File: src/pkg/dsr_pkg.sv
/*
 * constants and types shared by the decoder status and raw control block.
 * assumes a single 25 MHz clock and an i2c-style host on scl/sda.
 */
package dsr_pkg;
    // register subaddresses
    localparam logic [7:0] ADDR_RAW_GAIN = 8'h18;
    localparam logic [7:0] ADDR_RAW_OFFSET = 8'h19;
    localparam logic [7:0] ADDR_STATUS_FIRST = 8'h1e;
    localparam logic [7:0] ADDR_STATUS_SECOND = 8'h1f;
    localparam logic [7:0] ADDR_AIC_FIVE = 8'h23;
    // bus slave address, value is arbitrary
    localparam logic [6:0] DEV_ADDR = 7'h21;
    // reset values
    localparam logic [7:0] RAW_GAIN_RST = 8'h80;
    localparam logic [7:0] RAW_OFFSET_RST = 8'h80;
    localparam logic [7:0] AIC_FIVE_RST = 8'h00;
    // writable bits of the analog input control register
    localparam logic [7:0] AIC_FIVE_WR_MASK = 8'hf7;
    // raw datapath scaling
    localparam int RAW_GAIN_SHIFT = 7;
    localparam logic [10:0] RAW_OFFSET_BIAS = 11'h080;
    localparam logic [10:0] RAW_MAX = 11'h0ff;
    // first status byte fields
    localparam int ST1_HORIZ_UNLOCK = 6;
    localparam int ST1_SLOW_TC = 5;
    localparam int ST1_GAIN_TOP = 4;
    localparam int ST1_GAIN_BOTTOM = 3;
    localparam int ST1_WHITE_PEAK = 2;
    localparam int ST1_STD_LSB = 0;
    // second status byte fields
    localparam int ST2_INTERLACE = 7;
    localparam int ST2_HV_UNLOCK = 6;
    localparam int ST2_FIELD_RATE = 5;
    localparam int ST2_STRIPE_FOUR = 3;
    localparam int ST2_STRIPE_ANY = 2;
    localparam int ST2_COPY_PROT = 1;
    localparam int ST2_CAPTURE_RDY = 0;
    // analog input control fields
    localparam int AIC_OUT_SEL_MSB = 7;
    localparam int AIC_PORT_EN = 6;
    localparam int AIC_CLK_SEL = 5;
    localparam int AIC_REF_SEL = 4;
    localparam int AIC_SW_RST_EN = 2;
    localparam int AIC_SIGN_B = 1;
    localparam int AIC_SIGN_A = 0;
    // bits per bus byte
    localparam logic [3:0] BYTE_BITS = 4'h8;

    typedef enum logic [3:0] {
        I2C_IDLE, I2C_ADDR, I2C_ACK_ADDR, I2C_SUB, I2C_ACK_SUB,
        I2C_WDATA, I2C_ACK_W, I2C_RDATA, I2C_ACK_R
    } dsr_i2c_e;
endpackage : dsr_pkg

File: src/pkg/dsr_raw_if.sv
/*
 * raw data gain and offset codes from the register bank to the datapath.
 * assumes both ends run on the same clock.
 */
`timescale 1ns/10ps
interface dsr_raw_if;
    logic [7:0] rawGainCode;
    logic [7:0] rawOffsetCode;
    modport ctrl (output rawGainCode, output rawOffsetCode);
    modport dp (input rawGainCode, input rawOffsetCode);
endinterface : dsr_raw_if

File: src/verilog/dsr_raw_datapath.sv
/*
 * raw video sample scaler: gain code then offset code, saturated to 8 bits.
 * assumes codes stable from the register bank, one sample per valid cycle.
 */
`timescale 1ns/10ps
module dsr_raw_datapath (
    // clock and reset
    input wire logic clk,
    input wire logic srst,
    // codes
    dsr_raw_if.dp codes,
    // samples
    input wire logic [7:0] rawIn,
    input wire logic rawInValid,
    output logic [7:0] rawOut,
    output logic rawOutValid
);
    typedef struct packed {
        logic [7:0] data;
        logic valid;
    } dsr_dp_s;

    dsr_dp_s cur_ff;
    dsr_dp_s nxt_dp;
    logic [15:0] product;
    logic [10:0] sum;

    always_comb begin
        product = rawIn * codes.rawGainCode;
        // code 128 passes the sample, 255 about doubles it, 0 cuts it
        sum = {2'b00, product[15:dsr_pkg::RAW_GAIN_SHIFT]}
            + {3'b000, codes.rawOffsetCode}
            - dsr_pkg::RAW_OFFSET_BIAS;
        nxt_dp = cur_ff;
        nxt_dp.valid = rawInValid;
        if (rawInValid) begin
            if (sum[10]) begin
                nxt_dp.data = 8'h00;
            end else if (sum > dsr_pkg::RAW_MAX) begin
                nxt_dp.data = 8'hff;
            end else begin
                nxt_dp.data = sum[7:0];
            end
        end
        if (srst) begin
            nxt_dp = '0;
        end
    end

    always_ff @(posedge clk) begin
        cur_ff <= nxt_dp;
    end

    assign rawOut = cur_ff.data;
    assign rawOutValid = cur_ff.valid;
endmodule : dsr_raw_datapath

File: src/verilog/dsr_edge_pulse.sv
/*
 * any-edge detector giving a one-cycle pulse while enabled.
 * assumes the input is already synchronous to clk.
 */
`timescale 1ns/10ps
module dsr_edge_pulse (
    // clock and reset
    input wire logic clk,
    input wire logic srst,
    // control
    input wire logic enable,
    input wire logic level,
    // result
    output logic pulse
);
    typedef struct packed {
        logic prev;
        logic pulse;
    } dsr_edge_s;

    dsr_edge_s cur_ff;
    dsr_edge_s nxt_edge;

    always_comb begin
        nxt_edge.prev = level;
        // both slopes count; ignored entirely when disabled
        nxt_edge.pulse = enable & (level ^ cur_ff.prev);
        if (srst) begin
            nxt_edge = '0;
        end
    end

    always_ff @(posedge clk) begin
        cur_ff <= nxt_edge;
    end

    assign pulse = cur_ff.pulse;
endmodule : dsr_edge_pulse

File: src/verilog/dsr_regs_top.sv
/*
 * register bank of the decoder: raw gain/offset, two status bytes and the
 * analog input control register, reached by a two-wire serial slave.
 * assumes scl and sda are synchronous to clk and much slower than it;
 * sda is open drain, the wire level is resolved outside.
 */
`timescale 1ns/10ps
// Overview of operation
// - raw data scaled by gain code: 128 nominal, 255 double, 0 off
// - raw data offset code: 0 is -128, 128 is none, 255 is +127
// - first status byte bits 1:0 give detected colour standard
// - first status bit 6 is 1 while horizontal frequency unlocked
// - first status bit 5 is 1 while slow time constant active
// - first status bits 4 and 3 flag gain limited at top, bottom
// - first status bit 2 is 1 while white peak loop active
// - second status bit 7 is 1 for interlaced video
// - second status bit 6 is 0 only when both h and v loops locked
// - second status bit 5 is 0 for 50 Hz, 1 for 60 Hz fields
// - second status flag set when four-line stripe burst detected
// - second status bit 2 set when any stripe burst detected
// - second status capture-ready flag set only when all loops lock
// - control bit 6: converter port 3-state at 0, enabled at 1
// - control bit 5: converters on line-locked clock or external one
// - control bit 4: clamp follows clamp-mode bit, or reference mode
// - control bit 2 enables reset of gain loop on switch input edges
// - control bits 1 and 0 hold static gain sign bits
module dsr_regs_top (
    // clock and reset
    input wire logic clk,
    input wire logic srst,
    // serial register port
    input wire logic scl,
    input wire logic sdaIn,
    output logic sdaOut,
    output logic sdaOeN,
    // raw samples
    input wire logic [7:0] rawIn,
    input wire logic rawInValid,
    output logic [7:0] rawOut,
    output logic rawOutValid,
    // decoder state
    input wire logic horizFreqUnlocked,
    input wire logic vertLoopUnlocked,
    input wire logic otherLoopsUnlocked,
    input wire logic slowTcActive,
    input wire logic gainLimitedTop,
    input wire logic gainLimitedBottom,
    input wire logic whitePeakActive,
    input wire logic [1:0] colourStandardDetected,
    input wire logic interlaceDetected,
    input wire logic fieldRateId,
    input wire logic stripeBurstFourLine,
    input wire logic stripeBurstAny,
    input wire logic copyProtectDetected,
    // analog front end
    input wire logic clampModeBit,
    input wire logic sourceSwitchIndicator,
    output logic converterPortEnable,
    output logic converterClockSelect,
    output logic clampReferenceSelect,
    output logic clampFollowMode,
    output logic gainLoopReset,
    output logic staticGainSignA,
    output logic staticGainSignB,
    output logic analogOutSelMsb
);
    typedef struct packed {
        dsr_pkg::dsr_i2c_e st;
        logic sclPrev;
        logic sdaPrev;
        logic [3:0] bitCnt;
        logic [7:0] shift;
        logic [7:0] txByte;
        logic [7:0] sub;
        logic isRead;
        logic ackOk;
        logic drvLow;
        logic [7:0] rawGain;
        logic [7:0] rawOffset;
        logic [7:0] aicFive;
        logic [7:0] statusFirst;
        logic [7:0] statusSecond;
    } dsr_top_s;

    dsr_top_s cur_ff;
    dsr_top_s nxt_top;
    logic sclRise;
    logic sclFall;
    logic startCond;
    logic stopCond;
    logic [7:0] readByte;
    logic [7:0] st1;
    logic [7:0] st2;

    dsr_raw_if rawCodes ();

    assign rawCodes.rawGainCode = cur_ff.rawGain;
    assign rawCodes.rawOffsetCode = cur_ff.rawOffset;

    dsr_raw_datapath u_datapath (
        .clk(clk),
        .srst(srst),
        .codes(rawCodes),
        .rawIn(rawIn),
        .rawInValid(rawInValid),
        .rawOut(rawOut),
        .rawOutValid(rawOutValid)
    );

    dsr_edge_pulse u_switch_edge (
        .clk(clk),
        .srst(srst),
        .enable(cur_ff.aicFive[dsr_pkg::AIC_SW_RST_EN]),
        .level(sourceSwitchIndicator),
        .pulse(gainLoopReset)
    );

    // live status snapshot, unused positions forced low
    always_comb begin
        st1 = 8'h00;
        st1[dsr_pkg::ST1_HORIZ_UNLOCK] = horizFreqUnlocked;
        st1[dsr_pkg::ST1_SLOW_TC] = slowTcActive;
        st1[dsr_pkg::ST1_GAIN_TOP] = gainLimitedTop;
        st1[dsr_pkg::ST1_GAIN_BOTTOM] = gainLimitedBottom;
        st1[dsr_pkg::ST1_WHITE_PEAK] = whitePeakActive;
        st1[dsr_pkg::ST1_STD_LSB +: 2] = colourStandardDetected;
        st2 = 8'h00;
        st2[dsr_pkg::ST2_INTERLACE] = interlaceDetected;
        st2[dsr_pkg::ST2_HV_UNLOCK] =
            horizFreqUnlocked | vertLoopUnlocked;
        st2[dsr_pkg::ST2_FIELD_RATE] = fieldRateId;
        st2[dsr_pkg::ST2_STRIPE_FOUR] = stripeBurstFourLine;
        // a four-line burst is one type of stripe burst too
        st2[dsr_pkg::ST2_STRIPE_ANY] =
            stripeBurstAny | stripeBurstFourLine;
        st2[dsr_pkg::ST2_COPY_PROT] = copyProtectDetected;
        st2[dsr_pkg::ST2_CAPTURE_RDY] = ~(horizFreqUnlocked
            | vertLoopUnlocked | otherLoopsUnlocked);
    end

    // byte returned for the current subaddress
    always_comb begin
        unique case (cur_ff.sub)
            dsr_pkg::ADDR_RAW_GAIN: readByte = cur_ff.rawGain;
            dsr_pkg::ADDR_RAW_OFFSET: readByte = cur_ff.rawOffset;
            dsr_pkg::ADDR_STATUS_FIRST: readByte = cur_ff.statusFirst;
            dsr_pkg::ADDR_STATUS_SECOND: readByte = cur_ff.statusSecond;
            dsr_pkg::ADDR_AIC_FIVE: readByte = cur_ff.aicFive;
            default: readByte = 8'h00;
        endcase
    end

    assign sclRise = scl & ~cur_ff.sclPrev;
    assign sclFall = ~scl & cur_ff.sclPrev;
    assign startCond = scl & cur_ff.sclPrev & cur_ff.sdaPrev & ~sdaIn;
    assign stopCond = scl & cur_ff.sclPrev & ~cur_ff.sdaPrev & sdaIn;

    always_comb begin
        nxt_top = cur_ff;
        nxt_top.sclPrev = scl;
        nxt_top.sdaPrev = sdaIn;
        // status sampled every cycle; a read shows the value at byte load
        nxt_top.statusFirst = st1;
        nxt_top.statusSecond = st2;
        if (startCond) begin
            // repeated start is legal in any state
            nxt_top.st = dsr_pkg::I2C_ADDR;
            nxt_top.bitCnt = 4'h0;
            nxt_top.drvLow = 1'b0;
        end else if (stopCond) begin
            nxt_top.st = dsr_pkg::I2C_IDLE;
            nxt_top.drvLow = 1'b0;
        end else begin
            unique case (cur_ff.st)
                dsr_pkg::I2C_IDLE: begin
                    nxt_top.drvLow = 1'b0;
                end
                dsr_pkg::I2C_ADDR,
                dsr_pkg::I2C_SUB,
                dsr_pkg::I2C_WDATA: begin
                    if (sclRise) begin
                        nxt_top.shift = {cur_ff.shift[6:0], sdaIn};
                        nxt_top.bitCnt = cur_ff.bitCnt + 4'h1;
                    end else if (sclFall &&
                            cur_ff.bitCnt == dsr_pkg::BYTE_BITS) begin
                        nxt_top.bitCnt = 4'h0;
                        nxt_top.drvLow = 1'b1;
                        if (cur_ff.st == dsr_pkg::I2C_ADDR) begin
                            if (cur_ff.shift[7:1] == dsr_pkg::DEV_ADDR) begin
                                nxt_top.isRead = cur_ff.shift[0];
                                nxt_top.st = dsr_pkg::I2C_ACK_ADDR;
                            end else begin
                                // other slave addressed: stay silent
                                nxt_top.drvLow = 1'b0;
                                nxt_top.st = dsr_pkg::I2C_IDLE;
                            end
                        end else if (cur_ff.st == dsr_pkg::I2C_SUB) begin
                            nxt_top.sub = cur_ff.shift;
                            nxt_top.st = dsr_pkg::I2C_ACK_SUB;
                        end else begin
                            // status bytes are read only
                            unique case (cur_ff.sub)
                                dsr_pkg::ADDR_RAW_GAIN:
                                    nxt_top.rawGain = cur_ff.shift;
                                dsr_pkg::ADDR_RAW_OFFSET:
                                    nxt_top.rawOffset = cur_ff.shift;
                                dsr_pkg::ADDR_AIC_FIVE:
                                    nxt_top.aicFive = cur_ff.shift
                                        & dsr_pkg::AIC_FIVE_WR_MASK;
                                default: ;
                            endcase
                            nxt_top.sub = cur_ff.sub + 8'h01;
                            nxt_top.st = dsr_pkg::I2C_ACK_W;
                        end
                    end
                end
                dsr_pkg::I2C_ACK_ADDR: begin
                    if (sclFall) begin
                        if (cur_ff.isRead) begin
                            nxt_top.txByte = readByte;
                            nxt_top.drvLow = ~readByte[7];
                            nxt_top.bitCnt = 4'h0;
                            nxt_top.st = dsr_pkg::I2C_RDATA;
                        end else begin
                            nxt_top.drvLow = 1'b0;
                            nxt_top.st = dsr_pkg::I2C_SUB;
                        end
                    end
                end
                dsr_pkg::I2C_ACK_SUB,
                dsr_pkg::I2C_ACK_W: begin
                    if (sclFall) begin
                        nxt_top.drvLow = 1'b0;
                        nxt_top.st = dsr_pkg::I2C_WDATA;
                    end
                end
                dsr_pkg::I2C_RDATA: begin
                    if (sclRise) begin
                        nxt_top.bitCnt = cur_ff.bitCnt + 4'h1;
                    end else if (sclFall) begin
                        if (cur_ff.bitCnt == dsr_pkg::BYTE_BITS) begin
                            // release sda for the host acknowledge
                            nxt_top.drvLow = 1'b0;
                            nxt_top.sub = cur_ff.sub + 8'h01;
                            nxt_top.st = dsr_pkg::I2C_ACK_R;
                        end else begin
                            nxt_top.drvLow = ~cur_ff.txByte[6];
                            nxt_top.txByte = {cur_ff.txByte[6:0], 1'b0};
                        end
                    end
                end
                dsr_pkg::I2C_ACK_R: begin
                    if (sclRise) begin
                        nxt_top.ackOk = ~sdaIn;
                    end else if (sclFall) begin
                        if (cur_ff.ackOk) begin
                            nxt_top.txByte = readByte;
                            nxt_top.drvLow = ~readByte[7];
                            nxt_top.bitCnt = 4'h0;
                            nxt_top.st = dsr_pkg::I2C_RDATA;
                        end else begin
                            nxt_top.st = dsr_pkg::I2C_IDLE;
                        end
                    end
                end
            endcase
        end
        if (srst) begin
            nxt_top = '0;
            nxt_top.st = dsr_pkg::I2C_IDLE;
            nxt_top.rawGain = dsr_pkg::RAW_GAIN_RST;
            nxt_top.rawOffset = dsr_pkg::RAW_OFFSET_RST;
            nxt_top.aicFive = dsr_pkg::AIC_FIVE_RST;
        end
    end

    always_ff @(posedge clk) begin
        cur_ff <= nxt_top;
    end

    // open drain: only ever pulls low
    assign sdaOut = 1'b0;
    assign sdaOeN = ~cur_ff.drvLow;

    assign converterPortEnable =
        cur_ff.aicFive[dsr_pkg::AIC_PORT_EN];
    assign converterClockSelect =
        cur_ff.aicFive[dsr_pkg::AIC_CLK_SEL];
    assign clampReferenceSelect =
        cur_ff.aicFive[dsr_pkg::AIC_REF_SEL];
    // reference mode overrides the clamp-mode bit
    assign clampFollowMode =
        ~cur_ff.aicFive[dsr_pkg::AIC_REF_SEL] & clampModeBit;
    assign staticGainSignA = cur_ff.aicFive[dsr_pkg::AIC_SIGN_A];
    assign staticGainSignB = cur_ff.aicFive[dsr_pkg::AIC_SIGN_B];
    assign analogOutSelMsb = cur_ff.aicFive[dsr_pkg::AIC_OUT_SEL_MSB];
endmodule : dsr_regs_top

File: config.mk
export PLATFORM = sky130hd
export DESIGN_NAME = dsr_regs_top
export DESIGN_NICKNAME = d
export VERILOG_FILES = /design/src/pkg/dsr_pkg.sv /design/src/pkg/dsr_raw_if.sv /design/src/verilog/dsr_raw_datapath.sv /design/src/verilog/dsr_edge_pulse.sv /design/src/verilog/dsr_regs_top.sv
export SDC_FILE = /design/constraint.sdc
export NUM_CORES = 1
export LEC_CHECK = 0
export ABC_AREA = 1
export BUFFER_PORTS_ARGS = -buffer_cell sky130_fd_sc_hd__buf_2
export CAP_MARGIN = 10
export CORE_MARGIN = 1
export CORE_UTILIZATION = 64
export DETAILED_ROUTE_END_ITERATION = 8
export PLACE_DENSITY = 0.93
export SLEW_MARGIN = 30
export SYNTH_ARGS = -nofsm -noshare
export SYNTH_HDL_FRONTEND = slang
export SYNTH_SLANG_ARGS = --single-unit
export TNS_END_PERCENT = 50
File: constraint.sdc
create_clock -name clk -period 17.66 [get_ports clk]
set_input_delay 0.883 -clock clk [delete_from_list [all_inputs] [get_ports clk]]
set_output_delay 0.883 -clock clk [all_outputs]
set_load 0.01 [all_outputs]
Word-level counts from Yosys, hierarchy flattened
Cells that the tools add are included.
- logic and storage cells: 182
- input port bits: 29
- flip-flop bits (word level): 87
- output and inout bits: 19
- equal/unequal tests: 39
- add/subtract/negate cells: 4
- magnitude comparators: 1
- $mul: 1
- bitwise operators: 27
- mux-type cells: 65
- reduce and logical (&&, ||, !) cells: 23
- operator list (kind ; count):
    two-way mux 8 bit ; 14
    two-way mux 4 bit ; 18
    two-way mux 25 bit ; 2
    two-way mux 24 bit ; 2
    case mux 8 bit (5 select lines) ; 1
    != test 4 bit (second input constant) ; 9
    == test 8 x 5 -> 1 bit (second input constant) ; 4
    two-way mux 16 bit ; 2
    != test 2 bit (second input constant) ; 14
    AND reduction 9 bit ; 3
    case mux 8 bit (3 select lines) ; 1
    AND reduction 8 bit ; 3
    case mux 4 bit (5 select lines) ; 1
    AND reduction 10 bit ; 2
    two-way mux 9 bit ; 2
    == test 4 x 3 -> 1 bit (second input constant) ; 4
    multiplier 8 x 8 -> 16 bit ; 1
    case mux 4 bit (4 select lines) ; 1
    case mux 8 bit (2 select lines) ; 1
    two-way mux 1 bit ; 15
    inverter 1 bit ; 14
    > comparator 11 x 8 -> 1 bit (second input constant) ; 1
    AND reduction 11 bit ; 1
    subtractor 11 x 8 -> 11 bit (second input constant) ; 1
    26 further kinds ; 43

Logic depth before layout (Yosys ltp)
- depth in word-level cells: 8
- gate-level depth with buffers: 39
- depth with buffers taken out: 38

By module
Synthesis repeated with hierarchy kept, for this count alone.
- cell total of the unflattened synthesis: 1054
- area, all modules: 7339.5 µm²
- by module, submodules not included (module ; area each (µm²) ; instances ; seq. area each (µm²) ; cells each):
    dsr_regs_top ; 4111.4 ; 1 ; 1461.4 ; 617
    dsr_raw_datapath ; 3160.5 ; 1 ; 180.2 ; 428
    dsr_edge_pulse ; 67.6 ; 1 ; 40.0 ; 9

Least setup slack after synthesis
OpenSTA, ideal clock, no wires.
- path type: input to register
- start: input port rawIn[2]
- end: register u_datapath.cur_ff (netlist bit u_datapath.rawOut[0])
- data arrival time: 6530 ps
- buffers on the path: 1
- setup time: 68 ps
- slack: 11061 ps
- cell stages on the path: 34
- required time: 17592 ps
- cells stage by stage: clkbuf_1 nand2_1 fa_1 fa_1 inv_1 fa_1 fa_1 ha_1 nand2_1 o21ai_0 inv_1 o21ai_1 nand2_1 nand2_1 nand4_1 o211ai_1 xor2_1 ha_1 a21oi_1 a21boi_0 nand2_1 or2_1 nand2_2 ha_1 nand3b_1 nor2_1 nand3_1 nor2_1 nand3_1 o21bai_2 nor2_8 nand3_1 nand2_1 a21oi_2
- cells in the longest elaborated chain, start to end: 6
- RTL lines (item ; RTL line ; RTL):
    start: declaration ; dsr_regs_top.sv:37 ; input wire logic [7:0] rawIn,
    multiplier 8 x 8 -> 16 bit (*) ; dsr_raw_datapath.sv:29 ; product = rawIn * codes.rawGainCode;
    adder 9 x 8 -> 10 bit (*) ; dsr_raw_datapath.sv:32 ; + {3'b000, codes.rawOffsetCode}
    subtractor 11 x 8 -> 11 bit (*) ; dsr_raw_datapath.sv:33 ; - dsr_pkg::RAW_OFFSET_BIAS;
    > comparator 11 x 8 -> 1 bit ; dsr_raw_datapath.sv:39 ; end else if (sum > dsr_pkg::RAW_MAX) begin
    two-way mux 8 bit ; dsr_raw_datapath.sv:39 ;
    two-way mux 8 bit (*) ; dsr_raw_datapath.sv:37 ; if (sum[10]) begin
    end signal: assignment ; dsr_raw_datapath.sv:51 ; cur_ff <= nxt_dp;
    end: declaration ; dsr_raw_datapath.sv:23 ; dsr_dp_s cur_ff;
Mark *: on every way between the ends. The rest lies on a longest branch, timed or not.
A chain may end at the register's enable or synchronous reset.

Final worst setup path
- start: input port rawIn[0]
- end: register u_datapath.cur_ff (netlist bit u_datapath.rawOut[0])
The elaborated chain is that of the path after synthesis.

==> results.md <==
- Peak supply drop: 0.00005143 V
- Slew HR: 39.49%
- Synth top area cells: dfxtp_1, fa_1, nand2_1, inv_1, ha_1
- Arr. time, crit path: 7190 ps
- H-tree levels: 3
- Clock skew: 16.49 ps
- Crit path launch: rawIn[0]
- Routability cong.: 0.9362
- RSZ-0062 raised after global routing: no
- Layout cells sized above 1: 12.63%
- Final instance area: 7067 um^2
- Maxcap violations: 0
- I/O pins: 48
- Post-synthesis register bit count: 84
- Initial antenna violation count: 0
- Sequential area share after synthesis: 25.29%
- Final Net Count: 1067
- Die Ht: 103.9 um
- EDFF count, synth: 0
- Outcome: finished, final reports clean
- Placed Instance Area: 6883 um^2
- Final critical-path share of the clock period: 39.09%
- CP endpoint kind: flip-flop
- CP max FO: 8
- Worst Hold Class: flip-flop to flip-flop
- Post-CTS Setup Inserts: 0
- Post-Route WL: 15.44 mm
- CP peak stage delay: 550 ps
- Post-CTS Hold Buffers: 0
- Reg-to-Reg Start: rawCodes.rawGainCode[7]
- Num CTS Buffers: 9
- Number of global-route vias before repair: 5852
- CP most frequent cell: nand2_1
- Vias: 6088
- Mapped Area: 6649 um^2
- Fmax achieved: 144.9 MHz
- Clk slew on worst S/H paths: 90 ps
- Setup Crit Path Kind: input pin to flip-flop
- Asr flop ratio synth: 0%
- Skew-Pair Late Insertion Delay: 360 ps
- CTS tree: done
- Distinct cell type count after synthesis: 53
- Largest net degree at the start of global routing: 42
- CTS sink cnt: 84
- DRT Pass-1 Iters: 6
- PwrDens: 65.38 nW/um^2
- R2R Setup Slk: 10870 ps
- CP Launch Type: input pin
- Area Growth Syn to Fin: 6.285%
- Syn_nets: 1042
- DRT antenna net count: 0
- HP Start: u_switch_edge.cur_ff[1]
- Worst-Margin Slew: 907.6 ps
- Clock root cell: clkbuf_8
- Area leader, netlist: dfxtp_1
- Core footprint: 9910 um^2
- Antenna Cells: 0
- First-pass GRT wire length: 26.60 mm
- DRC: 0
- GRT overflow: 0
- Dominant synthesized flop cell: dfxtp_1
- Slew Limit Fails: 0
- Layout fillers: 796
- Post-place setup slack: 10420 ps
- Gr usage total: 29.84%
- Final hold vios: 0
- Synthesized area per cell: 7.165 um^2
- # rows: 36
- Post-DR vias/cell: 5.580
- Critical path's slowest cell: fa_1
- WP data required: 17950 ps
- Ys Warns: 0
- Final Critical Period: 6903 ps
- Design Power: 0.4620 mW
- Port Buf Inserts: 46
- Syn Inst Count: 928
- Leakage: 3.740 nW
- Total die area: 10800 um^2
- TNS Setup: 0 ps
- Hold WS: 437.0 ps
- First DRT Iteration DRCs: 511
- Post-CTS sizing: 0
- Die W: 103.9 um
- Final setup fails: 0
- Top-area cell type share of the netlist area: 25.29%
- Initial Util: 67.10%
- HPWL Detailed: 11.85 mm
- Post-DR wirelength/cell: 14.15 um
- Slack of the critical path: 10760 ps
- CTS Buffer Depth: 2
==> where the power goes <==
part | switching (mW) | internal (mW)
Clock | 0.0747 | 0.0565
Combinational | 0.0762 | 0.0374
Sequential | 0.0128 | 0.204
Total | 0.164 | 0.298
==> critical path, delay by kind of cell <==
kind	cells	cell delay [ps]
AO/OA/AOI/OAI	7	1170
XOR/XNOR	1	200
adder cells (fa/ha/maj)	7	2970
buffers and inverters	3	310
AND/OR/NAND/NOR	16	1670
==> sequential cells by signal (all words and copies together), names as in the netlist <==
name	count
converterClockSelect	1
rawCodes.rawOffsetCode	8
rawCodes.rawGainCode	8
cur_ff	51
staticGainSignB	1
analogOutSelMsb	1
converterPortEnable	1
staticGainSignA	1
u_datapath.rawOut	8
u_datapath.rawOutValid	1
u_switch_edge.cur_ff	1
clampReferenceSelect	1
u_switch_edge.pulse	1
==> layer usage <==
layer | track usage [%] | up-vias | part of all wire, %
met3 | 5.075 | 48 | 8.8
met4 | 9.388 | 0 | 2.2
met1 | 40.27 | 2751 | 43
li1 | - | 2996 | -
met5 | 0 | - | 0
met2 | 48.86 | 293 | 46
==> worst paths after layout <==
path                                        endpoint  depth (start not counted)
worst max-delay path            u_datapath.rawOut[0]                         34
worst min-delay path             u_switch_edge.pulse                          1
worst max register to register  u_datapath.rawOut[0]                         33
worst min register to register   u_switch_edge.pulse                          1
==> synthesized netlist by cell type (3+ instances only) <==
cell,number
buf_2,3
o211ai_1,4
a21oi_1,70
clkbuf_1,21
o221ai_1,4
nand2_1,183
nand2_4,3
nand2_2,10
o2111ai_1,4
buf_4,4
dfxtp_1,84
o21ai_0,51
inv_1,175
fa_1,36
ha_1,49
nand3_2,6
inv_2,15
nand4_1,9
xor2_1,6
nand3_1,33
o21ai_1,16
nor3_1,8
a211oi_1,5
nor2_1,65
a22oi_1,3
nor4_1,4
a21oi_2,10
a221oi_1,4
xnor2_1,9
==> cells in the final DEF (no fill, tap or decap), types with 4 or more instances in the layout <==
master	count
nand3_1	33
o21ai_1	16
nor2_1	65
dfxtp_1	84
a221oi_1	4
nor4_1	4
ha_1	49
o221ai_1	4
nor3_1	8
inv_2	16
a211oi_1	5
nand3_2	6
o2111ai_1	4
xnor2_1	9
a21oi_2	10
nand2_1	183
o211ai_1	4
nand4_1	9
fa_1	36
a21oi_1	70
buf_2	46
xor2_1	6
inv_1	174
o21ai_0	51
clkbuf_8	10
nand2_2	10
==> area by class of cell <==
cell class	instances	area (um^2)	area share, %
well taps	133	166.4	2.355
multi-input cells	620	4084	57.79
inverters	192	720.7	10.20
clock inverters	6	46.29	0.6551
flip-flops and latches	84	1682	23.80
clock buffers	10	137.6	1.948
repair buffers	46	230.2	3.258
==> cells by family (layout without fill, tap and decap cells) <==
group | after synthesis | count (layout) | synth area share, %
and+or+nand+nor | 337 | 337 | 22.98
buffers and inverters | 224 | 254 | 13.29
AOI/OAI and AO/OA | 182 | 182 | 16.35
other | 1 | 1 | 0.05640
xor gates and xnor gates | 15 | 15 | 1.976
DFF | 84 | 84 | 25.29
adders and majority gates | 85 | 85 | 20.06
==> stage by stage <==
stage | util [%] | std cells
floorplan | - | 928
global route | 71.31 | 1091
detailed placement | 69.46 | 1075
global placement | 69.46 | 1075
CTS | 71.31 | 1091
finish | 71.31 | 1091
Power figures use the tool's default switching activity.
